==> src/hw/tcd_regs.svh <==
// Register indices, field positions and constants of the timer capture block
`ifndef TCD_REGS_SVH
`define TCD_REGS_SVH

// Register indices; the byte address is four times the index
`define TCD_IDX_W 8
`define TCD_IDX_CTRL1 8'h01
`define TCD_IDX_CTRL2 8'h02
`define TCD_IDX_RLD_LO 8'h06
`define TCD_IDX_RLD_HI 8'h07
`define TCD_IDX_WCAP_LO 8'h08
`define TCD_IDX_WCAP_HI 8'h09
`define TCD_IDX_NCAP_LO 8'h0A
`define TCD_IDX_NCAP_HI 8'h0B
`define TCD_IDX_IRQ_STAT 8'h10
`define TCD_IDX_IRQ_EN 8'h11
`define TCD_IDX_IRQ_CLR 8'h12

// First timer control fields
`define TCD_C1_ST_RISE 0
`define TCD_C1_ST_FALL 1
`define TCD_C1_EDGE_LO 4
`define TCD_C1_EDGE_HI 5
`define TCD_C1_N_EN 7

// Second timer control fields
`define TCD_C2_W_EN 0
`define TCD_C2_DEMOD 1
`define TCD_C2_CAP_IE 2

// Interrupt status bits
`define TCD_IRQ_W 3
`define TCD_IRQ_WCAP 0
`define TCD_IRQ_WTMO 1
`define TCD_IRQ_NCAP 2

// Reset values and fixed counts
`define TCD_RST_BYTE 8'h00
`define TCD_RST_IRQ 3'h0
`define TCD_ALL_ONES16 16'hFFFF
`define TCD_ONE16 16'h0001
`define TCD_ZERO16 16'h0000
`define TCD_ONE8 8'h01
`define TCD_ZERO8 8'h00

// Bus answers
`define TCD_RESP_OKAY 2'h0
`define TCD_RESP_SLVERR 2'h2
`define TCD_ZERO32 32'h0000_0000

`endif

==> src/hw/tcd_pkg.sv <==
// Types shared by the timer capture block
package tcd_pkg;

  // Demodulation sequencer states
  typedef enum logic [2:0] {
    TCD_ST_IDLE = 3'b001,
    TCD_ST_ARMED = 3'b010,
    TCD_ST_COUNT = 3'b100
  } tcd_state_e;

  // Qualifying edge selection
  typedef enum logic [1:0] {
    TCD_EDGE_RISE = 2'b00,
    TCD_EDGE_FALL = 2'b01,
    TCD_EDGE_BOTH = 2'b10,
    TCD_EDGE_BOTH_ALT = 2'b11
  } tcd_edge_e;

endpackage

==> src/hw/tcd_edge_sync.sv <==
// Two-stage synchroniser with edge detection for the timer input pin
`timescale 1ns/1ps
`default_nettype none

module tcd_edge_sync (
  // Clock and reset
  input wire logic core_clk_i,
  input wire logic rst_n_i,
  input wire logic ce_i,
  // Asynchronous pin
  input wire logic pin_i,
  // Synchronised level and edges
  output logic level_o,
  output logic rise_o,
  output logic fall_o
);

  logic meta;
  logic stable;
  logic prev;

  // Only the second stage reads the first one
  always_ff @(posedge core_clk_i) begin
    if (!rst_n_i) begin
      meta <= 1'b0;
      stable <= 1'b0;
      prev <= 1'b0;
    end else if (ce_i) begin
      meta <= pin_i;
      stable <= meta;
      prev <= stable;
    end
  end

  // Edges from the settled stages only
  assign level_o = stable;
  assign rise_o = stable & ~prev;
  assign fall_o = ~stable & prev;

endmodule

`default_nettype wire

==> src/hw/tcd_timer.sv <==
// Narrow and wide counter/timer capture logic with demodulation and AXI4-Lite registers
`timescale 1ns/1ps
`default_nettype none
`include "tcd_regs.svh"

module tcd_timer
  import tcd_pkg::*;
#(
  parameter int ADDR_W = 12,
  parameter int WIDE_W = 16,
  parameter int NARROW_W = 8
) (
  // Clock, reset, enable
  input wire logic core_clk_i,
  input wire logic rst_n_i,
  input wire logic ce_i,
  // Timer input pin
  input wire logic timer_in_i,
  // AXI4-Lite write address
  input wire logic [ADDR_W-1:0] s_axi_awaddr,
  input wire logic s_axi_awvalid,
  output logic s_axi_awready,
  // AXI4-Lite write data
  input wire logic [31:0] s_axi_wdata,
  input wire logic [3:0] s_axi_wstrb,
  input wire logic s_axi_wvalid,
  output logic s_axi_wready,
  // AXI4-Lite write response
  output logic [1:0] s_axi_bresp,
  output logic s_axi_bvalid,
  input wire logic s_axi_bready,
  // AXI4-Lite read address
  input wire logic [ADDR_W-1:0] s_axi_araddr,
  input wire logic s_axi_arvalid,
  output logic s_axi_arready,
  // AXI4-Lite read data
  output logic [31:0] s_axi_rdata,
  output logic [1:0] s_axi_rresp,
  output logic s_axi_rvalid,
  input wire logic s_axi_rready,
  // Interrupt and timer status
  output logic irq_o,
  output logic wide_timeout_o
);

  ////////////////////////////////////////////////////////////////////////////
  // Helpers

  // Word index from a byte address; upper bits beyond the map make it unmapped
  function automatic logic [`TCD_IDX_W-1:0] reg_index(input logic [ADDR_W-1:0] addr);
    reg_index = addr[`TCD_IDX_W+1:2];
  endfunction

  function automatic logic idx_in_range(input logic [ADDR_W-1:0] addr);
    idx_in_range = (addr >> (`TCD_IDX_W + 2)) == '0;
  endfunction

  // Whether an edge qualifies under the selected edge mode
  function automatic logic edge_hit(input tcd_edge_e sel, input logic rise, input logic fall);
    unique case (sel)
      TCD_EDGE_RISE: edge_hit = rise;
      TCD_EDGE_FALL: edge_hit = fall;
      TCD_EDGE_BOTH, TCD_EDGE_BOTH_ALT: edge_hit = rise | fall;
    endcase
  endfunction

  ////////////////////////////////////////////////////////////////////////////
  // Declarations

  logic [7:0] ctrl1;
  logic [7:0] ctrl2;
  logic [7:0] rld_lo;
  logic [7:0] rld_hi;
  logic [7:0] wcap_lo;
  logic [7:0] wcap_hi;
  logic [NARROW_W-1:0] ncap_lo;
  logic [NARROW_W-1:0] ncap_hi;
  logic [`TCD_IRQ_W-1:0] irq_stat;
  logic [`TCD_IRQ_W-1:0] irq_en;
  logic [WIDE_W-1:0] wide_cnt;
  logic [NARROW_W-1:0] narrow_cnt;
  tcd_state_e state;
  tcd_edge_e edge_sel;

  logic pin_level;
  logic pin_rise;
  logic pin_fall;

  logic aw_held;
  logic w_held;
  logic [ADDR_W-1:0] aw_addr;
  logic [31:0] w_data;
  logic [3:0] w_strb;
  logic wr_fire;
  logic [`TCD_IDX_W-1:0] wr_idx;
  logic wr_mapped;
  logic wr_lane0;
  logic [7:0] wr_byte;
  logic [`TCD_IDX_W-1:0] rd_idx;
  logic rd_fire;

  logic wide_en;
  logic demod;
  logic qual_edge;
  logic cap_event;
  logic tmo_event;
  logic narrow_cap;
  logic [WIDE_W-1:0] reload_val;
  logic [WIDE_W-1:0] next_cnt_dec;
  logic [WIDE_W-1:0] cap_val;
  logic [`TCD_IRQ_W-1:0] irq_set;
  logic [`TCD_IRQ_W-1:0] irq_clr;
  logic [`TCD_IRQ_W-1:0] irq_gate;

  ////////////////////////////////////////////////////////////////////////////
  // Input pin

  tcd_edge_sync u_sync (
    .core_clk_i(core_clk_i),
    .rst_n_i(rst_n_i),
    .ce_i(ce_i),
    .pin_i(timer_in_i),
    .level_o(pin_level),
    .rise_o(pin_rise),
    .fall_o(pin_fall)
  );

  ////////////////////////////////////////////////////////////////////////////
  // AXI4-Lite write path

  // Address and data are taken in either order, then held until the write
  always_ff @(posedge core_clk_i) begin
    if (!rst_n_i) begin
      aw_held <= 1'b0;
      w_held <= 1'b0;
      aw_addr <= '0;
      w_data <= `TCD_ZERO32;
      w_strb <= 4'h0;
    end else if (ce_i) begin
      if (s_axi_awvalid && s_axi_awready) begin
        aw_held <= 1'b1;
        aw_addr <= s_axi_awaddr;
      end else if (wr_fire) begin
        aw_held <= 1'b0;
      end
      if (s_axi_wvalid && s_axi_wready) begin
        w_held <= 1'b1;
        w_data <= s_axi_wdata;
        w_strb <= s_axi_wstrb;
      end else if (wr_fire) begin
        w_held <= 1'b0;
      end
    end
  end

  // Write happens once both halves are in and no response is pending
  assign wr_fire = aw_held && w_held && !s_axi_bvalid;
  assign wr_idx = reg_index(aw_addr);
  assign wr_lane0 = w_strb[0];
  assign wr_byte = w_data[7:0];

  always_comb begin
    wr_mapped = 1'b0;
    if (idx_in_range(aw_addr)) begin
      unique case (wr_idx)
        `TCD_IDX_CTRL1, `TCD_IDX_CTRL2, `TCD_IDX_RLD_LO, `TCD_IDX_RLD_HI,
        `TCD_IDX_WCAP_LO, `TCD_IDX_WCAP_HI, `TCD_IDX_NCAP_LO, `TCD_IDX_NCAP_HI,
        `TCD_IDX_IRQ_STAT, `TCD_IDX_IRQ_EN, `TCD_IDX_IRQ_CLR: wr_mapped = 1'b1;
        default: wr_mapped = 1'b0;
      endcase
    end
  end

  // Ready drops while a half is held, so each channel takes one item
  always_ff @(posedge core_clk_i) begin
    if (!rst_n_i) begin
      s_axi_awready <= 1'b0;
      s_axi_wready <= 1'b0;
      s_axi_bvalid <= 1'b0;
      s_axi_bresp <= `TCD_RESP_OKAY;
    end else if (ce_i) begin
      s_axi_awready <= !aw_held && !(s_axi_awvalid && s_axi_awready) && !s_axi_bvalid;
      s_axi_wready <= !w_held && !(s_axi_wvalid && s_axi_wready) && !s_axi_bvalid;
      if (wr_fire) begin
        s_axi_bvalid <= 1'b1;
        s_axi_bresp <= wr_mapped ? `TCD_RESP_OKAY : `TCD_RESP_SLVERR;
      end else if (s_axi_bready) begin
        s_axi_bvalid <= 1'b0;
      end
    end
  end

  ////////////////////////////////////////////////////////////////////////////
  // AXI4-Lite read path

  assign rd_fire = s_axi_arvalid && s_axi_arready;
  assign rd_idx = reg_index(s_axi_araddr);

  // One read at a time; data is sampled at the accepting edge
  always_ff @(posedge core_clk_i) begin
    if (!rst_n_i) begin
      s_axi_arready <= 1'b0;
      s_axi_rvalid <= 1'b0;
      s_axi_rdata <= `TCD_ZERO32;
      s_axi_rresp <= `TCD_RESP_OKAY;
    end else if (ce_i) begin
      s_axi_arready <= !s_axi_rvalid && !rd_fire;
      if (rd_fire) begin
        s_axi_rvalid <= 1'b1;
        s_axi_rresp <= `TCD_RESP_OKAY;
        s_axi_rdata <= `TCD_ZERO32;
        if (!idx_in_range(s_axi_araddr)) begin
          s_axi_rresp <= `TCD_RESP_SLVERR;
        end else begin
          unique case (rd_idx)
            `TCD_IDX_CTRL1: s_axi_rdata[7:0] <= ctrl1;
            `TCD_IDX_CTRL2: s_axi_rdata[7:0] <= ctrl2;
            `TCD_IDX_RLD_LO: s_axi_rdata[7:0] <= rld_lo;
            `TCD_IDX_RLD_HI: s_axi_rdata[7:0] <= rld_hi;
            `TCD_IDX_WCAP_LO: s_axi_rdata[7:0] <= wcap_lo;
            `TCD_IDX_WCAP_HI: s_axi_rdata[7:0] <= wcap_hi;
            `TCD_IDX_NCAP_LO: s_axi_rdata[7:0] <= ncap_lo;
            `TCD_IDX_NCAP_HI: s_axi_rdata[7:0] <= ncap_hi;
            `TCD_IDX_IRQ_STAT: s_axi_rdata[`TCD_IRQ_W-1:0] <= irq_stat;
            `TCD_IDX_IRQ_EN: s_axi_rdata[`TCD_IRQ_W-1:0] <= irq_en;
            `TCD_IDX_IRQ_CLR: s_axi_rdata <= `TCD_ZERO32; // Write-only, reads zero
            default: s_axi_rresp <= `TCD_RESP_SLVERR;
          endcase
        end
      end else if (s_axi_rready) begin
        s_axi_rvalid <= 1'b0;
      end
    end
  end

  ////////////////////////////////////////////////////////////////////////////
  // Software-written registers

  // Hold and control bytes; capture registers have no write path
  always_ff @(posedge core_clk_i) begin
    if (!rst_n_i) begin
      ctrl2 <= `TCD_RST_BYTE;
      rld_lo <= `TCD_RST_BYTE;
      rld_hi <= `TCD_RST_BYTE;
      irq_en <= `TCD_RST_IRQ;
    end else if (ce_i && wr_fire && wr_lane0) begin
      unique case (wr_idx)
        `TCD_IDX_CTRL2: ctrl2 <= wr_byte;
        `TCD_IDX_RLD_LO: rld_lo <= wr_byte; // Written mid-reload gives an undefined count
        `TCD_IDX_RLD_HI: rld_hi <= wr_byte;
        `TCD_IDX_IRQ_EN: irq_en <= wr_byte[`TCD_IRQ_W-1:0];
        default: ;
      endcase
    end
  end

  // First control: mode bits written, edge status set by capture, write 1 clears
  always_ff @(posedge core_clk_i) begin
    if (!rst_n_i) begin
      ctrl1 <= `TCD_RST_BYTE;
    end else if (ce_i) begin
      if (wr_fire && wr_lane0 && wr_idx == `TCD_IDX_CTRL1) begin
        ctrl1[7:2] <= wr_byte[7:2];
        ctrl1[1:0] <= ctrl1[1:0] & ~wr_byte[1:0];
      end
      // Set after the clear so a same-cycle capture wins
      if (cap_event && pin_rise) begin
        ctrl1[`TCD_C1_ST_RISE] <= 1'b1;
      end
      if (cap_event && pin_fall) begin
        ctrl1[`TCD_C1_ST_FALL] <= 1'b1;
      end
    end
  end

  ////////////////////////////////////////////////////////////////////////////
  // Narrow timer: high and low phase measurement

  assign narrow_cap = ctrl1[`TCD_C1_N_EN] && (pin_rise || pin_fall);

  // Counter restarts at each input edge; phase length lands in its capture
  always_ff @(posedge core_clk_i) begin
    if (!rst_n_i) begin
      narrow_cnt <= '0;
      ncap_hi <= '0;
      ncap_lo <= '0;
    end else if (ce_i) begin
      if (!ctrl1[`TCD_C1_N_EN]) begin
        narrow_cnt <= '0;
      end else if (pin_fall) begin
        ncap_hi <= narrow_cnt;
        narrow_cnt <= NARROW_W'(`TCD_ONE8);
      end else if (pin_rise) begin
        ncap_lo <= narrow_cnt;
        narrow_cnt <= NARROW_W'(`TCD_ONE8);
      end else begin
        narrow_cnt <= narrow_cnt + NARROW_W'(`TCD_ONE8);
      end
    end
  end

  ////////////////////////////////////////////////////////////////////////////
  // Wide timer

  assign wide_en = ctrl2[`TCD_C2_W_EN];
  assign demod = ctrl2[`TCD_C2_DEMOD];
  assign edge_sel = tcd_edge_e'(ctrl1[`TCD_C1_EDGE_HI:`TCD_C1_EDGE_LO]);
  assign qual_edge = edge_hit(edge_sel, pin_rise, pin_fall);
  assign reload_val = WIDE_W'({rld_hi, rld_lo});
  assign next_cnt_dec = wide_cnt - WIDE_W'(`TCD_ONE16);
  assign cap_val = ~wide_cnt;
  assign cap_event = ce_i && wide_en && demod && qual_edge && state != TCD_ST_IDLE;
  // Only the step from one ends a period; the wrap from zero does not
  assign tmo_event = ce_i && wide_en && !demod && state == TCD_ST_COUNT
                     && wide_cnt == WIDE_W'(`TCD_ONE16);

  // Sequencer and counter: modulo reload or demodulation capture
  always_ff @(posedge core_clk_i) begin
    if (!rst_n_i) begin
      state <= TCD_ST_IDLE;
      wide_cnt <= '0;
    end else if (ce_i) begin
      unique case (state)
        TCD_ST_IDLE: begin
          if (wide_en) begin
            wide_cnt <= reload_val;
            state <= demod ? TCD_ST_ARMED : TCD_ST_COUNT;
          end
        end
        TCD_ST_ARMED: begin
          if (!wide_en) begin
            state <= TCD_ST_IDLE;
          end else if (qual_edge) begin
            wide_cnt <= reload_val;
            state <= TCD_ST_COUNT;
          end
        end
        TCD_ST_COUNT: begin
          if (!wide_en) begin
            state <= TCD_ST_IDLE;
          end else if (demod && qual_edge) begin
            wide_cnt <= WIDE_W'(`TCD_ALL_ONES16);
          end else if (tmo_event) begin
            wide_cnt <= reload_val;
          end else begin
            wide_cnt <= next_cnt_dec; // Zero steps to all ones
          end
        end
      endcase
    end
  end

  // Wide captures take complemented count in demodulation mode only, when armed or counting
  always_ff @(posedge core_clk_i) begin
    if (!rst_n_i) begin
      wcap_hi <= `TCD_RST_BYTE;
      wcap_lo <= `TCD_RST_BYTE;
    end else if (cap_event) begin
      wcap_hi <= cap_val[15:8];
      wcap_lo <= cap_val[7:0];
    end
  end

  // Timeout pulse registered for the output
  always_ff @(posedge core_clk_i) begin
    if (!rst_n_i) begin
      wide_timeout_o <= 1'b0;
    end else if (ce_i) begin
      wide_timeout_o <= tmo_event;
    end
  end

  ////////////////////////////////////////////////////////////////////////////
  // Interrupts

  assign irq_set = {narrow_cap, tmo_event, cap_event};
  assign irq_clr = (wr_fire && wr_lane0 && wr_idx == `TCD_IDX_IRQ_CLR)
                   ? wr_byte[`TCD_IRQ_W-1:0] : `TCD_RST_IRQ;
  // Wide capture also needs the second-control enable bit
  assign irq_gate = {1'b1, 1'b1, ctrl2[`TCD_C2_CAP_IE]};

  // Sticky status; a set in the clearing cycle survives
  always_ff @(posedge core_clk_i) begin
    if (!rst_n_i) begin
      irq_stat <= `TCD_RST_IRQ;
      irq_o <= 1'b0;
    end else if (ce_i) begin
      irq_stat <= (irq_stat & ~irq_clr) | irq_set;
      irq_o <= |(((irq_stat & ~irq_clr) | irq_set) & irq_en & irq_gate);
    end
  end

endmodule

`default_nettype wire

==> config.mk <==
export PLATFORM = sky130hd
export DESIGN_NAME = tcd_timer
export DESIGN_NICKNAME = d
export VERILOG_FILES = /design/src/hw/tcd_pkg.sv /design/src/hw/tcd_edge_sync.sv /design/src/hw/tcd_timer.sv
export VERILOG_INCLUDE_DIRS = /design/src /design/src/hw
export SDC_FILE = /design/constraint.sdc
export NUM_CORES = 1
export LEC_CHECK = 0
export BUFFER_PORTS_ARGS = -buffer_cell sky130_fd_sc_hd__buf_2
export CAP_MARGIN = 20
export CORE_ASPECT_RATIO = 1.4
export CORE_MARGIN = 1
export CORE_UTILIZATION = 57
export DETAILED_ROUTE_END_ITERATION = 8
export PLACE_DENSITY = 0.8
export SLEW_MARGIN = 20
export SYNTH_ARGS = -nofsm -noshare
export SYNTH_HDL_FRONTEND = slang
export SYNTH_SLANG_ARGS = --single-unit
==> constraint.sdc <==
create_clock -name core_clk_i -period 3.3 [get_ports core_clk_i]
set_input_delay 0.495 -clock core_clk_i [delete_from_list [all_inputs] [get_ports core_clk_i]]
set_output_delay 0.495 -clock core_clk_i [all_outputs]
set_load 0.02 [all_outputs]
==> results of run 1 <==
==> layout by cell type (no fill, tap or decap), types with 17 or more instances in the layout <==
cell type,instances
nand3_1,34
mux2i_1,40
o21ai_0,34
dfxtp_1,139
a21oi_1,72
nor2_1,56
buf_2,54
nand2_1,137
conb_1,26
clkbuf_16,17
==> path summary, 6_finish.rpt <==
path	slack, ns	endpoint	cells after the start	from
worst max register to register	0.56	wcap_lo[3]	8	u_sync.level_o
worst max-delay path	0.56	wcap_lo[3]	8	u_sync.level_o
worst min register to register	0.45	wcap_lo[5]	2	wcap_lo[5]
worst min-delay path	0.31	u_sync.meta	3	timer_in_i
==> flip-flops by register name, summed over array words and instances, names as in the netlist, 3 cells and up, named ones only <==
register,cells
rld_hi,8
aw_addr,10
ctrl2,8
w_data,8
wcap_lo,8
s_axi_rdata,8
wcap_hi,8
rld_lo,8
ctrl1,8
ncap_lo,8
narrow_cnt,8
state,3
irq_en,3
wide_cnt,16
ncap_hi,8
irq_stat,3
==> critical path: cells and delay by family, from the launching register on <==
| kind | cells | cell delay (ns) |
|---|---|---|
| flops | 1 | 0.37 |
| buf+inv | 2 | 0.33 |
| compound gates | 3 | 0.73 |
| fa+ha+maj | 1 | 0.38 |
| simple gates | 2 | 0.84 |
==> routing by layer <==
layer	track usage	vias to the layer above	wire length, um
li1	-	2988	-
met5	0	-	0
met4	0.167	0	878
met2	0.512	255	9520
met3	0.0569	58	1020
met1	0.349	2968	6920
==> power by group through the flow <==
stage	Combinational [mW]	Sequential, mW	Clock (mW)
after global routing	0.195	1.71	1.95
final	0.180	1.71	1.86
after detailed placement	0.178	1.74	0
after floorplan	0.143	1.74	0
after global placement	0.176	1.74	0
after CTS	0.178	1.71	1.87
==> cell type report <==
type | count | area (um^2)
Fill cell | 995 | 4070
Multi-Input combinational cell | 621 | 3770
Sequential cell | 139 | 2780
Clock buffer | 20 | 457
Timing Repair Buffer | 67 | 368
Tap cell | 147 | 184
Clock inverter | 11 | 121
Inverter | 17 | 63.8
==> cell families (layout without fill, tap and decap cells) <==
| kind of cell | count (synthesis) | in the layout | synth area share |
|---|---|---|---|
| mux | 50 | 50 | 0.0837 |
| buf+inv | 100 | 115 | 0.0695 |
| other cells | 1 | 26 | 0.000541 |
| simple gates | 330 | 330 | 0.232 |
| xor+xnor | 9 | 9 | 0.0114 |
| flops | 139 | 139 | 0.401 |
| fa+ha+maj | 6 | 6 | 0.0108 |
| compound gates | 200 | 200 | 0.191 |
==> run metrics, run 1 <==
Cells after Synth 835; CTS hold repair buffers 0; routed len/inst 17.9 um; fin crit share 0.831; Seq/Total Area, Yosys 0.401; fin nets 938; Synth Cell Area 6940 um^2; GP Congestion 0.917; CP Data Required Time 3.64 ns; total power 3.75 mW; critical path type reg -> reg; Num Clock Sinks 139; status finished clean; Std-Cell Core Area 11800 um^2; routed via count 6269; design area 7750 um^2; Int Pwr 2.89 mW; Slew Limit Fails 0; crit end category flip-flop; area of the die 12600 um^2; CP max-delay cell nor3_2; Worst slew margin 0.414; Worst-Skew Late Latency 0.42 ns; Finish-stage setup viols 0; root cell of the clock tree clkbuf_16; Synth top cells by count dfxtp_1 (139), nand2_1 (137), a21oi_1 (72), nor2_1 (56), clkbuf_1 (48); Hold WC Path Type in -> reg; post-cts resize count 0; Congestion Overflow GR 0; initial core utilization 0.587; number of post-CTS setup repair buffers 0; Area Overhead vs Synth 11.7%; setup TNS 0 ns; Switch Pwr 863 uW; combinational power share 0.048; vias in the first global route 5653; Async SR Flop Fraction 0; largest net degree at the start of global routing 65; placed cell count 991; cells along the critical path inv_1 > ha_1 > a21boi_0 > o21ai_1 > nor3_2 > buf_4 > nand2b_1 > a21oi_1; Crit path largest cell delay 0.78 ns; IO buf count 54; # diodes 0; Via density 6.13; Switching Fraction 0.230; #FFs+latches synth 139; CTS tree done; cell taking the most area after synthesis dfxtp_1; max cap viols 0; antenna-violating nets left 0; VDD IR-drop max 0.405 mV; Cell Count, Final, Fillers Out 1022; placed inst area 7170 um^2; startpoint class of the critical path flip-flop; dpl hpwl 12800 um; gr usage total 0.302; Clk pin slew, worst setup/hold paths 0.06 ns; PwrDens 484 nW/um^2; Place WS 0.610 ns; Max Clock Freq 365 MHz; die span in y 133 um; chip width 95.2 um; Yosys top cell area share 0.401; DR DRC count 0; FP Rows 47; clock power share 0.497; # IOs 112; CP Data Arrival Time 3.08 ns; EDFF count, synth 0; Post-synth top flop dfxtp_1; H-tree depth 4; Avg Inst Size Synth 8.31 um^2; Synth cell types 75; largest fanout on the critical path 12; first-pass GRT wire length 29100 um; cell with the most instances after synthesis dfxtp_1; Synth area leaders dfxtp_1 (40%), nand2_1 (7.4%), mux2i_1 (5.8%); RSZ-0062 raised after global routing no; Syn. warnings 0; min Tclk post-route 2.74 ns; Initial DRC Count 444; Clock Skew 0.00506 ns; initial antenna violation count 0; CTS buffer count 17; clock buffer depth 2; Seq pwr share 0.455; Fin. Hold Viols 0; drt first pass iters 5; fin util 0.655; final worst slack 0.558 ns; WHS 0.305 ns; Lkg Pwr 2.93 nW; share of cells above drive strength 1 0.144; Worst-Margin Slew 0.874 ns; Post-Route WL 18300 um
Note: power is estimated with default switching activity, not from simulation.
==> inputs of run 2 (changes only) <==
ABC_AREA = 1   (was unset)
CORE_UTILIZATION = 51   (was 57)
PLACE_DENSITY = 0.76   (was 0.8)
clock period = 2.2 ns   (was 3.3 ns; I/O delays follow)
==> run metrics, run 2 <==
Hold WC Path Type in -> reg; fin crit share 0.872 (+0.0412); Std-Cell Core Area 13400 um^2 (+13%); placed inst area 7340 um^2 (+2.5%); routed metal-1 wire length 7280 um (+5.2%); cell with the most instances after synthesis nand2_1; #FFs+latches synth 139 (unchanged); commonest non-fill, non-tap cell in the layout nand2_1; Post-Route WL 17800 um (-2.7%); IO buf count 54 (unchanged); Cell Count, Final, Fillers Out 1261 (+23%); crit end category flip-flop; FP Rows 50 (+6.4%); drt first pass iters 5 (unchanged); Worst slew margin 0.629 (+0.215); PwrDens 842 nW/um^2 (+74%); Top Registers wide_cnt x16, aw_addr x10; Synth cell types 45 (-40%); Clk pin slew, worst setup/hold paths 0.06 ns (about the same); Via density 5.25 (-14%); Congestion Overflow GR 0 (unchanged); Area Overhead vs Synth 12.6%; CP Data Required Time 2.52 ns (-1.12 ns); initial antenna violation count 0 (unchanged); # IOs 112 (unchanged); vias in the first global route 6122 (+8.3%); Syn. warnings 0 (unchanged); DR top layer met4; die span in y 141 um (+6.1%); Clock Skew 0.00673 ns (+0.00167 ns); Lkg Pwr 3.41 nW (+17%); routed len/inst 14.1 um (-21%); cell taking the most area after synthesis dfxtp_1; Fin. Hold Viols 0 (unchanged); Worst-Skew Late Latency 0.42 ns (about the same); register area 2780 um^2 (unchanged); Slew Limit Fails 0 (unchanged); largest net degree at the start of global routing 61 (-6.2%); Yosys top cell area share 0.398 (-0.00330); CTS buffer count 17 (unchanged); startpoint class of the critical path flip-flop; Avg Inst Size Synth 6.92 um^2 (-17%); status finished clean; area of the die 14200 um^2 (+12%); CP Data Arrival Time 2.24 ns (-0.84 ns); H-tree depth 4 (unchanged); Post-synth top flop dfxtp_1; share of cells above drive strength 1 0.131 (-0.0133); Async SR Flop Fraction 0 (unchanged); fin nets 1141 (+22%); EDFF count, synth 0 (unchanged); Most flops, register wide_cnt; chip width 101 um (+6.0%); number of post-CTS setup repair buffers 0 (unchanged); min Tclk post-route 1.92 ns (-0.823 ns); dpl hpwl 13200 um (+3.1%); Finish-stage setup viols 0 (unchanged); first-pass GRT wire length 29600 um (+1.8%); antenna-violating nets left 0 (unchanged); critical path type reg -> reg; Num Clock Sinks 139 (unchanged); gr usage total 0.269 (-0.0331); largest fanout on the critical path 17 (+5); Worst-Margin Slew 0.557 ns (-0.317 ns); multi-input logic area 3490 um^2 (-7.5%); VDD IR-drop max 0.547 mV (+35%); DR DRC count 0 (unchanged); fill count 1266 (+27%); max reg flops 16 (unchanged); Synth top cells by count nand2_1 (200), dfxtp_1 (139), nor2_1 (117), a21oi_1 (107), inv_1 (104); CTS tree done; # diodes 0 (unchanged); Synth area leaders dfxtp_1 (40%), nand2_1 (11%), a21oi_1 (7.7%); initial core utilization 0.522 (-0.0644); post-cts resize count 0 (unchanged); Cells after Synth 1011 (+21%); met2 routed WL 8530 um (-10%); design area 7870 um^2 (+1.6%); CTS hold repair buffers 0 (unchanged); met3 wire length 798 um (-22%); setup TNS 0 ns (unchanged); routed via count 6620 (+5.6%); Synth Cell Area 6990 um^2 (+0.83%); max cap viols 0 (unchanged); root cell of the clock tree clkbuf_16; placed cell count 1229 (+24%); GP Congestion 0.928 (+1.2%); most frequent cells in the layout nand2_1 (200), dfxtp_1 (139), nor2_1 (117), a21oi_1 (107), inv_1 (103); Initial DRC Count 364 (-18%); Max Clock Freq 521 MHz (+43%); clock buffer depth 2 (unchanged); RSZ-0062 raised after global routing no; Seq/Total Area, Yosys 0.398 (-0.00330)
[run 2: cell count changes after synthesis, sizes merged, moves of 10 or more]
cell / previous run / this run
nor4: 10 / 0
clkbuf: 48 / 18
o21ai: 39 / 105
mux2i: 40 / 0
nand2b: 16 / 0
nand3: 34 / 81
nor2: 56 / 125
nand2: 137 / 205
a211oi: 4 / 17
a21oi: 73 / 107
inv: 17 / 115
[run 2: routing by layer]
metal  vias up  track usage
li1       3384            -
met4         0        0.189
met2       215        0.450
met3        72       0.0409
met5         -            0
met1      2949        0.310
[run 2: metrics by stage]
| step | hold WS [ns] | power [mW] | utilization | setup slack, ns |
|---|---|---|---|---|
| detailed placement | 0.442 | 4.11 | 0.549 | 0.316 |
| finish | 0.130 | 6.63 | 0.588 | 0.282 |
| CTS | 0.130 | 6.65 | 0.588 | 0.297 |
| global route | 0.127 | 6.96 | 0.588 | 0.0999 |
| floorplan | 0.412 | 3.82 | - | 0.492 |
| global placement | 0.434 | 4.10 | 0.549 | 0.342 |
[run 2: cell families after synthesis]
logic type	share of synthesized area
other	0.000536
XOR/XNOR	0.0113
flip-flops	0.398
AND/OR/NAND/NOR	0.271
buffers and inverters	0.117
adder cells (fa/ha/maj)	0.0107
AO/OA/AOI/OAI	0.192
[run 2: final cells by class]
| cell class | count | area share |
|---|---|---|
| clock buffer | 18 | 0.0545 |
| clock inverter | 14 | 0.0126 |
| inverter | 116 | 0.0553 |
| multi-input combinational | 719 | 0.443 |
| sequential | 139 | 0.353 |
| tap | 182 | 0.0289 |
| timing repair buffer | 73 | 0.0524 |
[run 2: worst paths after layout]
kind,start,to,slack (ns),cells after the start
max,wide_cnt[1],wide_cnt[10],0.28,13
min,timer_in_i,u_sync.meta,0.13,3
max reg2reg,wide_cnt[1],wide_cnt[10],0.28,13
min reg2reg,wcap_hi[5],wcap_hi[5],0.45,2
[run 2: power breakdown]
part | total, mW | switching, mW | internal [mW]
Clock | 2.54 | 1.11 | 1.44
Combinational | 1.31 | 0.882 | 0.427
Sequential | 2.77 | 0.138 | 2.63
[run 2: worst max-delay path, stage by stage (launching register included)]
cell	delay [ns]
dfxtp_1	0.34
inv_1	0.10
ha_1	0.20
inv_1	0.05
nor2_1	0.08
nand2_1	0.06
nor2_1	0.20
nand3_4	0.16
nand2_4	0.21
inv_2	0.13
o21ai_0	0.10
nand3_1	0.08
nand2_1	0.08
inv_1	0.03
